[src/port_cfg_pkg.sv]
package port_cfg_pkg;

  // Register bus geometry
  localparam int ADR_W = 18;
  localparam int DAT_W = 32;
  localparam int REG_W = 8;
  localparam int NUM_REGS = 7;

  // Register indices; the byte address is four times the index
  localparam logic [15:0] IDX_PORT6_DIRECTION = 16'hFFE9;
  localparam logic [15:0] IDX_PORT7_DIRECTION = 16'hFFEA;
  localparam logic [15:0] IDX_PORT8_DIRECTION = 16'hFFEB;
  localparam logic [15:0] IDX_PORT9_DIRECTION = 16'hFFEC;
  localparam logic [15:0] IDX_PORT1_PULLUP_CONTROL = 16'hFFED;
  localparam logic [15:0] IDX_PORT3_PULLUP_CONTROL = 16'hFFEE;
  localparam logic [15:0] IDX_PORT5_PULLUP_CONTROL = 16'hFFEF;

  // Slot numbers inside the register bank, in index order
  localparam int SLOT_PORT6 = 0;
  localparam int SLOT_PORT7 = 1;
  localparam int SLOT_PORT8 = 2;
  localparam int SLOT_PORT9 = 3;
  localparam int SLOT_PUP1 = 4;
  localparam int SLOT_PUP3 = 5;
  localparam int SLOT_PUP5 = 6;
  localparam logic [2:0] SLOT_NONE = 3'h7;

  // Implemented bits and readability per slot; one reset value shared by all slots
  localparam logic [NUM_REGS-1:0][REG_W-1:0] REG_MASK = {
    8'hFF, 8'h3F, 8'hFF, 8'h1F, 8'hFF, 8'hFF, 8'hFF};
  localparam logic [NUM_REGS-1:0] REG_READABLE = 7'h70;
  localparam logic [REG_W-1:0] REG_RESET = 8'h00;

  // Field widths of the port outputs
  localparam int PORT9_PINS = 5;
  localparam int PORT3_PINS = 6;

  // Write request carried from the bus decode to the register bank
  typedef struct packed {
    logic wr;
    logic [2:0] slot;
    logic [REG_W-1:0] data;
  } reg_write_t;

  // Byte address of a register index
  function automatic logic [ADR_W-1:0] byte_addr(input logic [15:0] idx);
    byte_addr = {idx, 2'b00};
  endfunction

endpackage

[src/cfg_field.sv]
`timescale 1ns/1ps
`default_nettype none

module cfg_field
  import port_cfg_pkg::*;
#(
  parameter logic [REG_W-1:0] MASK = 8'hFF
) (
  input wire logic clk, // System clock
  input wire logic reset, // Asynchronous reset, active high
  input wire logic wr, // Write strobe for this field
  input wire logic [REG_W-1:0] wdata, // Write data
  output logic [REG_W-1:0] q // Held value
);

  logic [REG_W-1:0] next_q;

  // Only implemented positions take the write; the rest stay at zero
  always_comb begin
    next_q = q;
    if (wr) begin
      next_q = wdata & MASK;
    end
  end

  // Every bit clears at reset
  always_ff @(posedge clk or posedge reset) begin
    if (reset) begin
      q <= REG_RESET;
    end else begin
      q <= next_q;
    end
  end
endmodule

`default_nettype wire

[src/port_cfg_regs.sv]
// Notes on behaviour
// - A direction bit of 0 makes its pin an input and 1 makes it an output.
// - Port 6 direction is eight write-only bits at its own address, all zero after reset.
// - Port 9 direction holds writable bits 4 down to 0 only, cleared at reset.
// - Port 1 pull-up control is eight readable and writable bits, all zero after reset.
//
// The Wishbone register port is this design's own decision.
`timescale 1ns/1ps
`default_nettype none

module port_cfg_regs
  import port_cfg_pkg::*;
(
  input wire logic CLK_SYS, // 25 MHz system clock
  input wire logic RESET, // Asynchronous reset, active high
  input wire logic WB_CYC_I, // Bus cycle
  input wire logic WB_STB_I, // Strobe
  input wire logic WB_WE_I, // Write enable
  input wire logic [ADR_W-1:0] WB_ADR_I, // Byte address
  input wire logic [3:0] WB_SEL_I, // Byte lane selects
  input wire logic [DAT_W-1:0] WB_DAT_I, // Write data
  output logic [DAT_W-1:0] WB_DAT_O, // Read data
  output logic WB_ACK_O, // Acknowledge
  output logic [REG_W-1:0] PORT6_DIR, // Port 6 output enables
  output logic [REG_W-1:0] PORT7_DIR, // Port 7 output enables
  output logic [REG_W-1:0] PORT8_DIR, // Port 8 output enables
  output logic [PORT9_PINS-1:0] PORT9_DIR, // Port 9 output enables
  output logic [REG_W-1:0] PORT1_PULLUP, // Port 1 pull-up enables
  output logic [PORT3_PINS-1:0] PORT3_PULLUP, // Port 3 pull-up enables
  output logic [REG_W-1:0] PORT5_PULLUP // Port 5 pull-up enables
);

  logic [REG_W-1:0] q [NUM_REGS];
  logic take;
  logic [2:0] hit;
  reg_write_t wreq;
  logic next_ack;
  logic [DAT_W-1:0] next_dat;

  // Map a byte address to a bank slot; unmapped addresses give SLOT_NONE
  function automatic logic [2:0] slot_of(input logic [ADR_W-1:0] adr);
    slot_of = SLOT_NONE;
    if (adr == byte_addr(IDX_PORT6_DIRECTION)) slot_of = 3'(SLOT_PORT6);
    if (adr == byte_addr(IDX_PORT7_DIRECTION)) slot_of = 3'(SLOT_PORT7);
    if (adr == byte_addr(IDX_PORT8_DIRECTION)) slot_of = 3'(SLOT_PORT8);
    if (adr == byte_addr(IDX_PORT9_DIRECTION)) slot_of = 3'(SLOT_PORT9);
    if (adr == byte_addr(IDX_PORT1_PULLUP_CONTROL)) slot_of = 3'(SLOT_PUP1);
    if (adr == byte_addr(IDX_PORT3_PULLUP_CONTROL)) slot_of = 3'(SLOT_PUP3);
    if (adr == byte_addr(IDX_PORT5_PULLUP_CONTROL)) slot_of = 3'(SLOT_PUP5);
  endfunction

  // A request is taken once, in the cycle before the acknowledge
  always_comb begin
    take = WB_CYC_I && WB_STB_I && !WB_ACK_O;
    hit = slot_of(WB_ADR_I);
    wreq.wr = take && WB_WE_I && WB_SEL_I[0] && (hit != SLOT_NONE);
    wreq.slot = hit;
    wreq.data = WB_DAT_I[REG_W-1:0];
  end

  // One held field per register; writes land at the taking edge
  for (genvar i = 0; i < NUM_REGS; i++) begin : g_bank
    cfg_field #(
      .MASK(REG_MASK[i])
    ) u_field (
      .clk(CLK_SYS),
      .reset(RESET),
      .wr(wreq.wr && (wreq.slot == 3'(i))),
      .wdata(wreq.data),
      .q(q[i])
    );
  end

  // Write-only registers and unmapped addresses read as zero
  always_comb begin
    next_ack = take;
    next_dat = WB_DAT_O;
    if (take) begin
      next_dat = '0;
      if (!WB_WE_I && hit != SLOT_NONE && REG_READABLE[hit]) begin
        next_dat[REG_W-1:0] = q[hit];
      end
    end
  end

  // Bus answer registers; ack is a one-cycle pulse
  always_ff @(posedge CLK_SYS or posedge RESET) begin
    if (RESET) begin
      WB_ACK_O <= 1'b0;
      WB_DAT_O <= '0;
    end else begin
      WB_ACK_O <= next_ack;
      WB_DAT_O <= next_dat;
    end
  end

  // Pin configuration straight from the field flip-flops; 1 drives the pin in a direction field and enables the pull-up in a pull-up field
  always_comb begin
    PORT6_DIR = q[SLOT_PORT6];
    PORT7_DIR = q[SLOT_PORT7];
    PORT8_DIR = q[SLOT_PORT8];
    PORT9_DIR = q[SLOT_PORT9][PORT9_PINS-1:0];
    PORT1_PULLUP = q[SLOT_PUP1];
    PORT3_PULLUP = q[SLOT_PUP3][PORT3_PINS-1:0];
    PORT5_PULLUP = q[SLOT_PUP5];
  end
endmodule

`default_nettype wire

[config.mk]
export PLATFORM = sky130hd
export DESIGN_NAME = port_cfg_regs
export DESIGN_NICKNAME = d
export VERILOG_FILES = /design/src/port_cfg_pkg.sv /design/src/cfg_field.sv /design/src/port_cfg_regs.sv
export SDC_FILE = /design/constraint.sdc
export NUM_CORES = 1
export LEC_CHECK = 0
export BUFFER_PORTS_ARGS = -buffer_cell sky130_fd_sc_hd__buf_2
export CORE_MARGIN = 1
export CORE_UTILIZATION = 41
export DETAILED_ROUTE_END_ITERATION = 12
export PLACE_DENSITY = 0.77
export SLEW_MARGIN = 20
export SYNTH_ARGS = -nofsm -noshare
export SYNTH_HDL_FRONTEND = slang
export SYNTH_SLANG_ARGS = --single-unit
[constraint.sdc]
create_clock -name CLK_SYS -period 1.58 [get_ports CLK_SYS]
set_clock_uncertainty 0.1 [all_clocks]
set_input_delay 0.158 -clock CLK_SYS [delete_from_list [all_inputs] [get_ports CLK_SYS]]
set_output_delay 0.158 -clock CLK_SYS [all_outputs]
set_load 0.05 [all_outputs]
### Word-level counts from Yosys, hierarchy flattened

Memory sizes are Yosys's and may differ from the RTL's.
Index checks and enable logic that the tools add are counted.

* bits in registers: 60
* bits in read-only memories: 8
* logic and storage cells: 56
* memories kept: 1

* magnitude comparators: 2
* equality and inequality tests: 14
* multiplexer cells: 12
* bitwise gates (word level): 1
* reduce and logical (&&, ||, !) cells: 17

Memory list
* (no name shown): words 8, bits a word 1, read ports 1, clocked after Yosys merged registers in 0, wr ports 0, RTL line port_cfg_regs.sv:80 `if (!WB_WE_I && hit != SLOT_NONE && REG_READABLE[hit]) begin`

Operators by type and width (count)
* 18-bit == test (second input constant): 7
* 8-bit binary-select mux with 3-bit select: 1
* 8-bit two-way mux: 3
* 3-bit two-way mux: 7
* 1-bit logical AND: 14
* 3-bit == test (second input constant): 3
* 3-bit by 2-bit == test with 1-bit output (second input constant): 2
* 4-bit greater-or-equal comparator (second input constant): 1
* 3-bit by 4-bit < comparator with 1-bit output (second input constant): 1
* 3-bit NOT with 4-bit output: 1
* 3-bit by 1-bit == test with 1-bit output (second input constant): 1
* 3-bit logical NOT: 1
* 3-bit inequality test (second input constant): 1
* 1-bit logical NOT: 2
* 1-bit two-way mux: 1

### Depth between registers and ports, before layout

* word-level depth: 13
* mapped depth: 6
* depth with buffers taken out: 4

### By module

From an unflattened synthesis, not the netlist that was laid out.

* cell total of the unflattened synthesis: 243
* area total of the unflattened synthesis: 3141.8 sq um

By module, submodules not included
* cfg_field (g_bank[0].u_field ...): times used 5, cells each 18, area each 335.3 sq um
* port_cfg_regs: times used 1, cells each 121, area each 979.7 sq um
* cfg_field (g_bank[5].u_field): times used 1, cells each 17, area each 274.0 sq um
* cfg_field (g_bank[3].u_field): times used 1, cells each 15, area each 211.5 sq um

### Least setup slack after synthesis

OpenSTA, ideal clock, no wires.

* kind: input port to flip-flop
* start point: in WB_ADR_I[1]
* end point: reg g_bank[5].u_field.q[0]
* library setup time: 0.125 ns
* arrival: 1.988 ns
* required time: 1.355 ns
* path slack: -0.632 ns
* stages on the path: 4
* buffers on the path: 0
* cells stage by stage: or4b_2 -> nor4_4 -> nand3_1 -> mux2_2

* word-level cells in the longest chain between the ends: 11
* elaborated cells between the ends (all ways): 18
* those cells by class: eq/ne: 9; mux: 7; reduce/logical: 2

RTL lines
* start: declaration: RTL line port_cfg_regs.sv:19 `input wire logic [ADR_W-1:0] WB_ADR_I,`
* 18-bit == test: RTL line port_cfg_regs.sv:43 `if (adr == byte_addr(IDX_PORT6_DIRECTION)) slot_of = 3'(SLOT_PORT6);`
* 3-bit two-way mux: RTL line port_cfg_regs.sv:43
* 3-bit two-way mux: RTL line port_cfg_regs.sv:44 `if (adr == byte_addr(IDX_PORT7_DIRECTION)) slot_of = 3'(SLOT_PORT7);`
* 3-bit two-way mux: RTL line port_cfg_regs.sv:45 `if (adr == byte_addr(IDX_PORT8_DIRECTION)) slot_of = 3'(SLOT_PORT8);`
* 3-bit two-way mux: RTL line port_cfg_regs.sv:46 `if (adr == byte_addr(IDX_PORT9_DIRECTION)) slot_of = 3'(SLOT_PORT9);`
* 3-bit two-way mux: RTL line port_cfg_regs.sv:47 `if (adr == byte_addr(IDX_PORT1_PULLUP_CONTROL)) slot_of = 3'(SLOT_PUP1);`
* 3-bit two-way mux: RTL line port_cfg_regs.sv:48 `if (adr == byte_addr(IDX_PORT3_PULLUP_CONTROL)) slot_of = 3'(SLOT_PUP3);`
* 3-bit two-way mux *: RTL line port_cfg_regs.sv:49 `if (adr == byte_addr(IDX_PORT5_PULLUP_CONTROL)) slot_of = 3'(SLOT_PUP5);`
* 3-bit inequality test: RTL line port_cfg_regs.sv:56 `wreq.wr = take && WB_WE_I && WB_SEL_I[0] && (hit != SLOT_NONE);`
* 1-bit logical AND: RTL line port_cfg_regs.sv:56
* 1-bit logical AND *: RTL line port_cfg_regs.sv:68 `.wr(wreq.wr && (wreq.slot == 3'(i))),`
* end signal: assignment: RTL line cfg_field.sv:31 `q <= next_q;`
* end: declaration: RTL line cfg_field.sv:13 `output logic [REG_W-1:0] q`

Mark *: on every way between the ends. The rest lies on a longest branch, timed or not.
A chain may end at the register's enable or synchronous reset.

### Final worst setup path

* start point: reg WB_ACK_O
* end point: reg g_bank[0].u_field.q[5]

* word-level cells in the longest chain between the ends: 6

RTL lines
* start: declaration: RTL line port_cfg_regs.sv:23 `output logic WB_ACK_O,`
* start signal: assignment: RTL line port_cfg_regs.sv:92 `WB_ACK_O <= next_ack;`
* 1-bit logical NOT: RTL line port_cfg_regs.sv:54 `take = WB_CYC_I && WB_STB_I && !WB_ACK_O;`
* 1-bit logical AND: RTL line port_cfg_regs.sv:54
* 1-bit logical AND (3 in a row): RTL line port_cfg_regs.sv:56
* 1-bit logical AND: RTL line port_cfg_regs.sv:68
* end signal: assignment: RTL line cfg_field.sv:31
* end: declaration: RTL line cfg_field.sv:13

Every way passes these cells.

==> impl_metrics.yaml <==
run_status:
  status: "finished with violations"
  violations: "negative setup slack"
timing:
  finalHoldViolations: 0
  min_period_over_period: 1.062
  finalWorstSetupSlack_ns: -0.09741
  finalSetupViolations: 57
  fmax_mhz: 596.2
  slew_violations: 0
  rsz0062_at_grt: "yes"
  fin_crit_ns: 1.677
global_routing:
  grt_pass1_vias: 2021
  grt_max_degree: 41
  grtUsageTotal: 0.1865
  grt_pass1_wl_mm: 9.963
  antenna_found_initial: 0
  grt-ovfl-total: 0
detailed_routing:
  wire_per_inst_um: 14.99
  totalWireLength_mm: 6.041
  drc: 0
  vias: 1940
  drtAntennaViolNets: 0
  avgViaCountPerCell: 4.814
  first_pass_iters: 4
  detail_route.iter0.violations: 63
power_and_ir_drop:
  powerDensity_mw_per_mm2: 875.4
  ir_drop_uv: 676.3
  p_leak_uw: 0.002088
worst_setup_path:
  critPathRequiredTime_ns: 1.70
  critPathLaunchType: "flip-flop"
  crit_fanout: 8
  cp-end-kind: "flip-flop"
  criticalPathCategory: "flip-flop to flip-flop"
  crit_arrival_ns: 1.79
clocking:
  cts_buffers: 9
  clockRootBuffer: "clkbuf_8"
  cts.clk_slew.worst_paths_ns: 0.07
  cts_tree: "built"
  ctsLongestPathBuffers: 2
  htree_levels: 3
  insertion_delay_ns: 0.33
  cts_sinks: 60
synthesis:
  yosysWarnings: 0
  synth.cell_area_sq_mm: 0.002713
  ys_ff_latch: 60
  synth_cell_types: 29
  avgSynthCellArea_sq_um: 13.04
  ys_seq_area_frac: 0.5535
  synth_cells: 208
final_layout:
  n_fill_cell: 552
  final_design_area_no_fill_sq_mm: 0.003597
  drive_gt1_frac: 0.5675
  syn2layout_area_growth_pct: 32.61
  postLayoutCoreUtil: 0.5633
  multi_input_area_sq_mm: 0.001145
  seqCellArea_sq_mm: 0.001503
  antenna_cells: 0
  fin_nets: 380
floorplanning:
  dieWidth_um: 83.34
  pin_count: 143
  dieArea_sq_mm: 0.006946
  row_count: 29
  initial_utilization: 0.4248
  die_y_um: 83.34
  core-area_sq_mm: 0.006386
hold_path:
  hold_path.class: "input port to flip-flop"
placed_design:
  portBuffers: 91
  place_hpwl_mm: 4.493
  placed_area_sq_mm: 0.003331
  globalplace.congestion: 0.6942
run:
  max_cap_viol_count: 0
-- cells by family (layout without fill, tap and decap cells) --
kind of cell           Yosys count  in the layout  share of synthesized area
AND/OR/NAND/NOR                 42             42                    0.09825
buffers and inverters           31            126                    0.07611
flip-flops                      60             60                     0.5535
other                            1             24                   0.001382
XOR/XNOR                         1              1                   0.003229
AO/OA/AOI/OAI                   15             15                    0.02998
multiplexers                    58             58                     0.2375
-- power breakdown --
group | internal [uW] | switching, uW | total (uW)
sequential | 1540 | 0.664 | 1540
clock | 714 | 589 | 1300
combinational | 67.9 | 239 | 307
total | 2320 | 829 | 3150
-- routing by layer --
layer | global-route usage | part of all wire | vias up | routed length (um)
li1 | - | - | 918 | -
met1 | 0.2269 | 0.42 | 920 | 2559
met2 | 0.3033 | 0.48 | 95 | 2890
met3 | 0.07058 | 0.084 | 7 | 505
met4 | 0.06583 | 0.014 | 0 | 86
met5 | 0 | 0 | - | 0
-- final timing paths --
| path | startpoint | end | slack (ns) | depth (start not counted) |
|---|---|---|---|---|
| worst min register to register | WB_DAT_O[6] | WB_DAT_O[6] | 0.37 | 2 |
| max in group asynchronous | RESET | g_bank[2].u_field.q[5] | 0.54 | 4 |
| worst max-delay path | WB_ACK_O | g_bank[0].u_field.q[5] | -0.1 | 6 |
| min in group asynchronous | RESET | g_bank[4].u_field.q[3] | 0.29 | 3 |
| worst min-delay path | WB_DAT_I[6] | g_bank[2].u_field.q[6] | 0.02 | 2 |
| worst max register to register | WB_ACK_O | g_bank[0].u_field.q[5] | -0.1 | 6 |
-- synthesized netlist by cell type (all sizes together) --
cell type | number | area, sq um
dfrtp | 60 | 1501
mux2 | 51 | 574.3
buf | 26 | 187.7
nand2 | 16 | 60.06
o21ai | 13 | 65.06
mux2i | 7 | 70.07
nand4 | 7 | 62.56
nand3 | 4 | 25.02
nor2 | 4 | 17.52
clkbuf | 3 | 11.26
inv | 2 | 7.510
nand4b | 2 | 23.77
nor2b | 2 | 12.51
nor4 | 2 | 27.53
and3 | 1 | 6.260
conb | 1 | 3.750
nand2b | 1 | 6.260
nand3b | 1 | 7.510
nor3b | 1 | 7.510
o211ai | 1 | 7.510
o221ai | 1 | 8.760
or4b | 1 | 10.01
xor2 | 1 | 8.760
-- critical path, stage by stage (launching register included) --
cell      delay (ns)
dfrtp_2         0.40
nand3b_1        0.23
nor2_4          0.14
buf_12          0.15
nand4_4         0.11
buf_12          0.17
mux2_2          0.27
-- placed cells by master, fill, tap and decap left out --
cell type / instances
and3_1: 1
buf_12: 5
buf_2: 91
buf_4: 8
buf_6: 3
bufinv_16: 1
clkbuf_1: 1
clkbuf_8: 9
clkinv_2: 5
clkinvlp_4: 1
conb_1: 24
dfrtp_1: 59
dfrtp_2: 1
dlygate4sd3_1: 1
inv_1: 1
mux2_2: 51
mux2i_1: 7
nand2_1: 16
nand2b_1: 1
nand3_1: 2
nand3_2: 2
nand3b_1: 1
nand4_1: 4
nand4_4: 3
nand4b_1: 1
nand4b_4: 1
nor2_1: 3
nor2_4: 1
nor2b_1: 2
nor3b_2: 1
nor4_1: 1
nor4_4: 1
o211ai_1: 1
o21ai_0: 7
o21ai_1: 6
o221ai_1: 1
or4b_4: 1
xor2_1: 1
-- stage by stage --
stage / worst slack, ns / total power [uW] / setup TNS (ns) / std cells / hold WS [ns]
3_3_place_gp: -0.3640 / 1859 / -20.50 / 384 / 0.09470
2_1_floorplan: -0.3369 / 1819 / -16.08 / 231 / 0.1639
6_report: -0.09741 / 3149 / -3.714 / 403 / 0.02076
4_1_cts: -0.08733 / 3183 / -3.631 / 403 / 0.002058
3_5_place_dp: -0.4067 / 1864 / -21.98 / 384 / 0.1117
5_1_grt: -0.1784 / 3273 / -8.866 / 403 / 0.01014
-- area by class of cell --
type / instances / area share
sequential: 60 / 0.4177
multi-input combinational: 140 / 0.3183
timing repair buffer: 108 / 0.1833
clock buffer: 10 / 0.03548
tap: 77 / 0.02678
clock inverter: 6 / 0.01530
inverter: 2 / 0.003130
-- registers in the layout, summed over array words and instances, names as in the netlist --
register,flops
WB_ACK_O,1
g_bank.u_field.q,51
WB_DAT_O,8
-- timing repair --
item | 4_1_cts | 5_1_grt
buffers inserted | 2 | 0
endpoints found under the hold margin | 20 | 0
hold buffers | 1 | 0
resized for setup | 6 | 1
pin swaps | 1 | 2
endpoints found under the setup margin | 57 | 59
No activity file was read; power rests on OpenSTA's default activity.
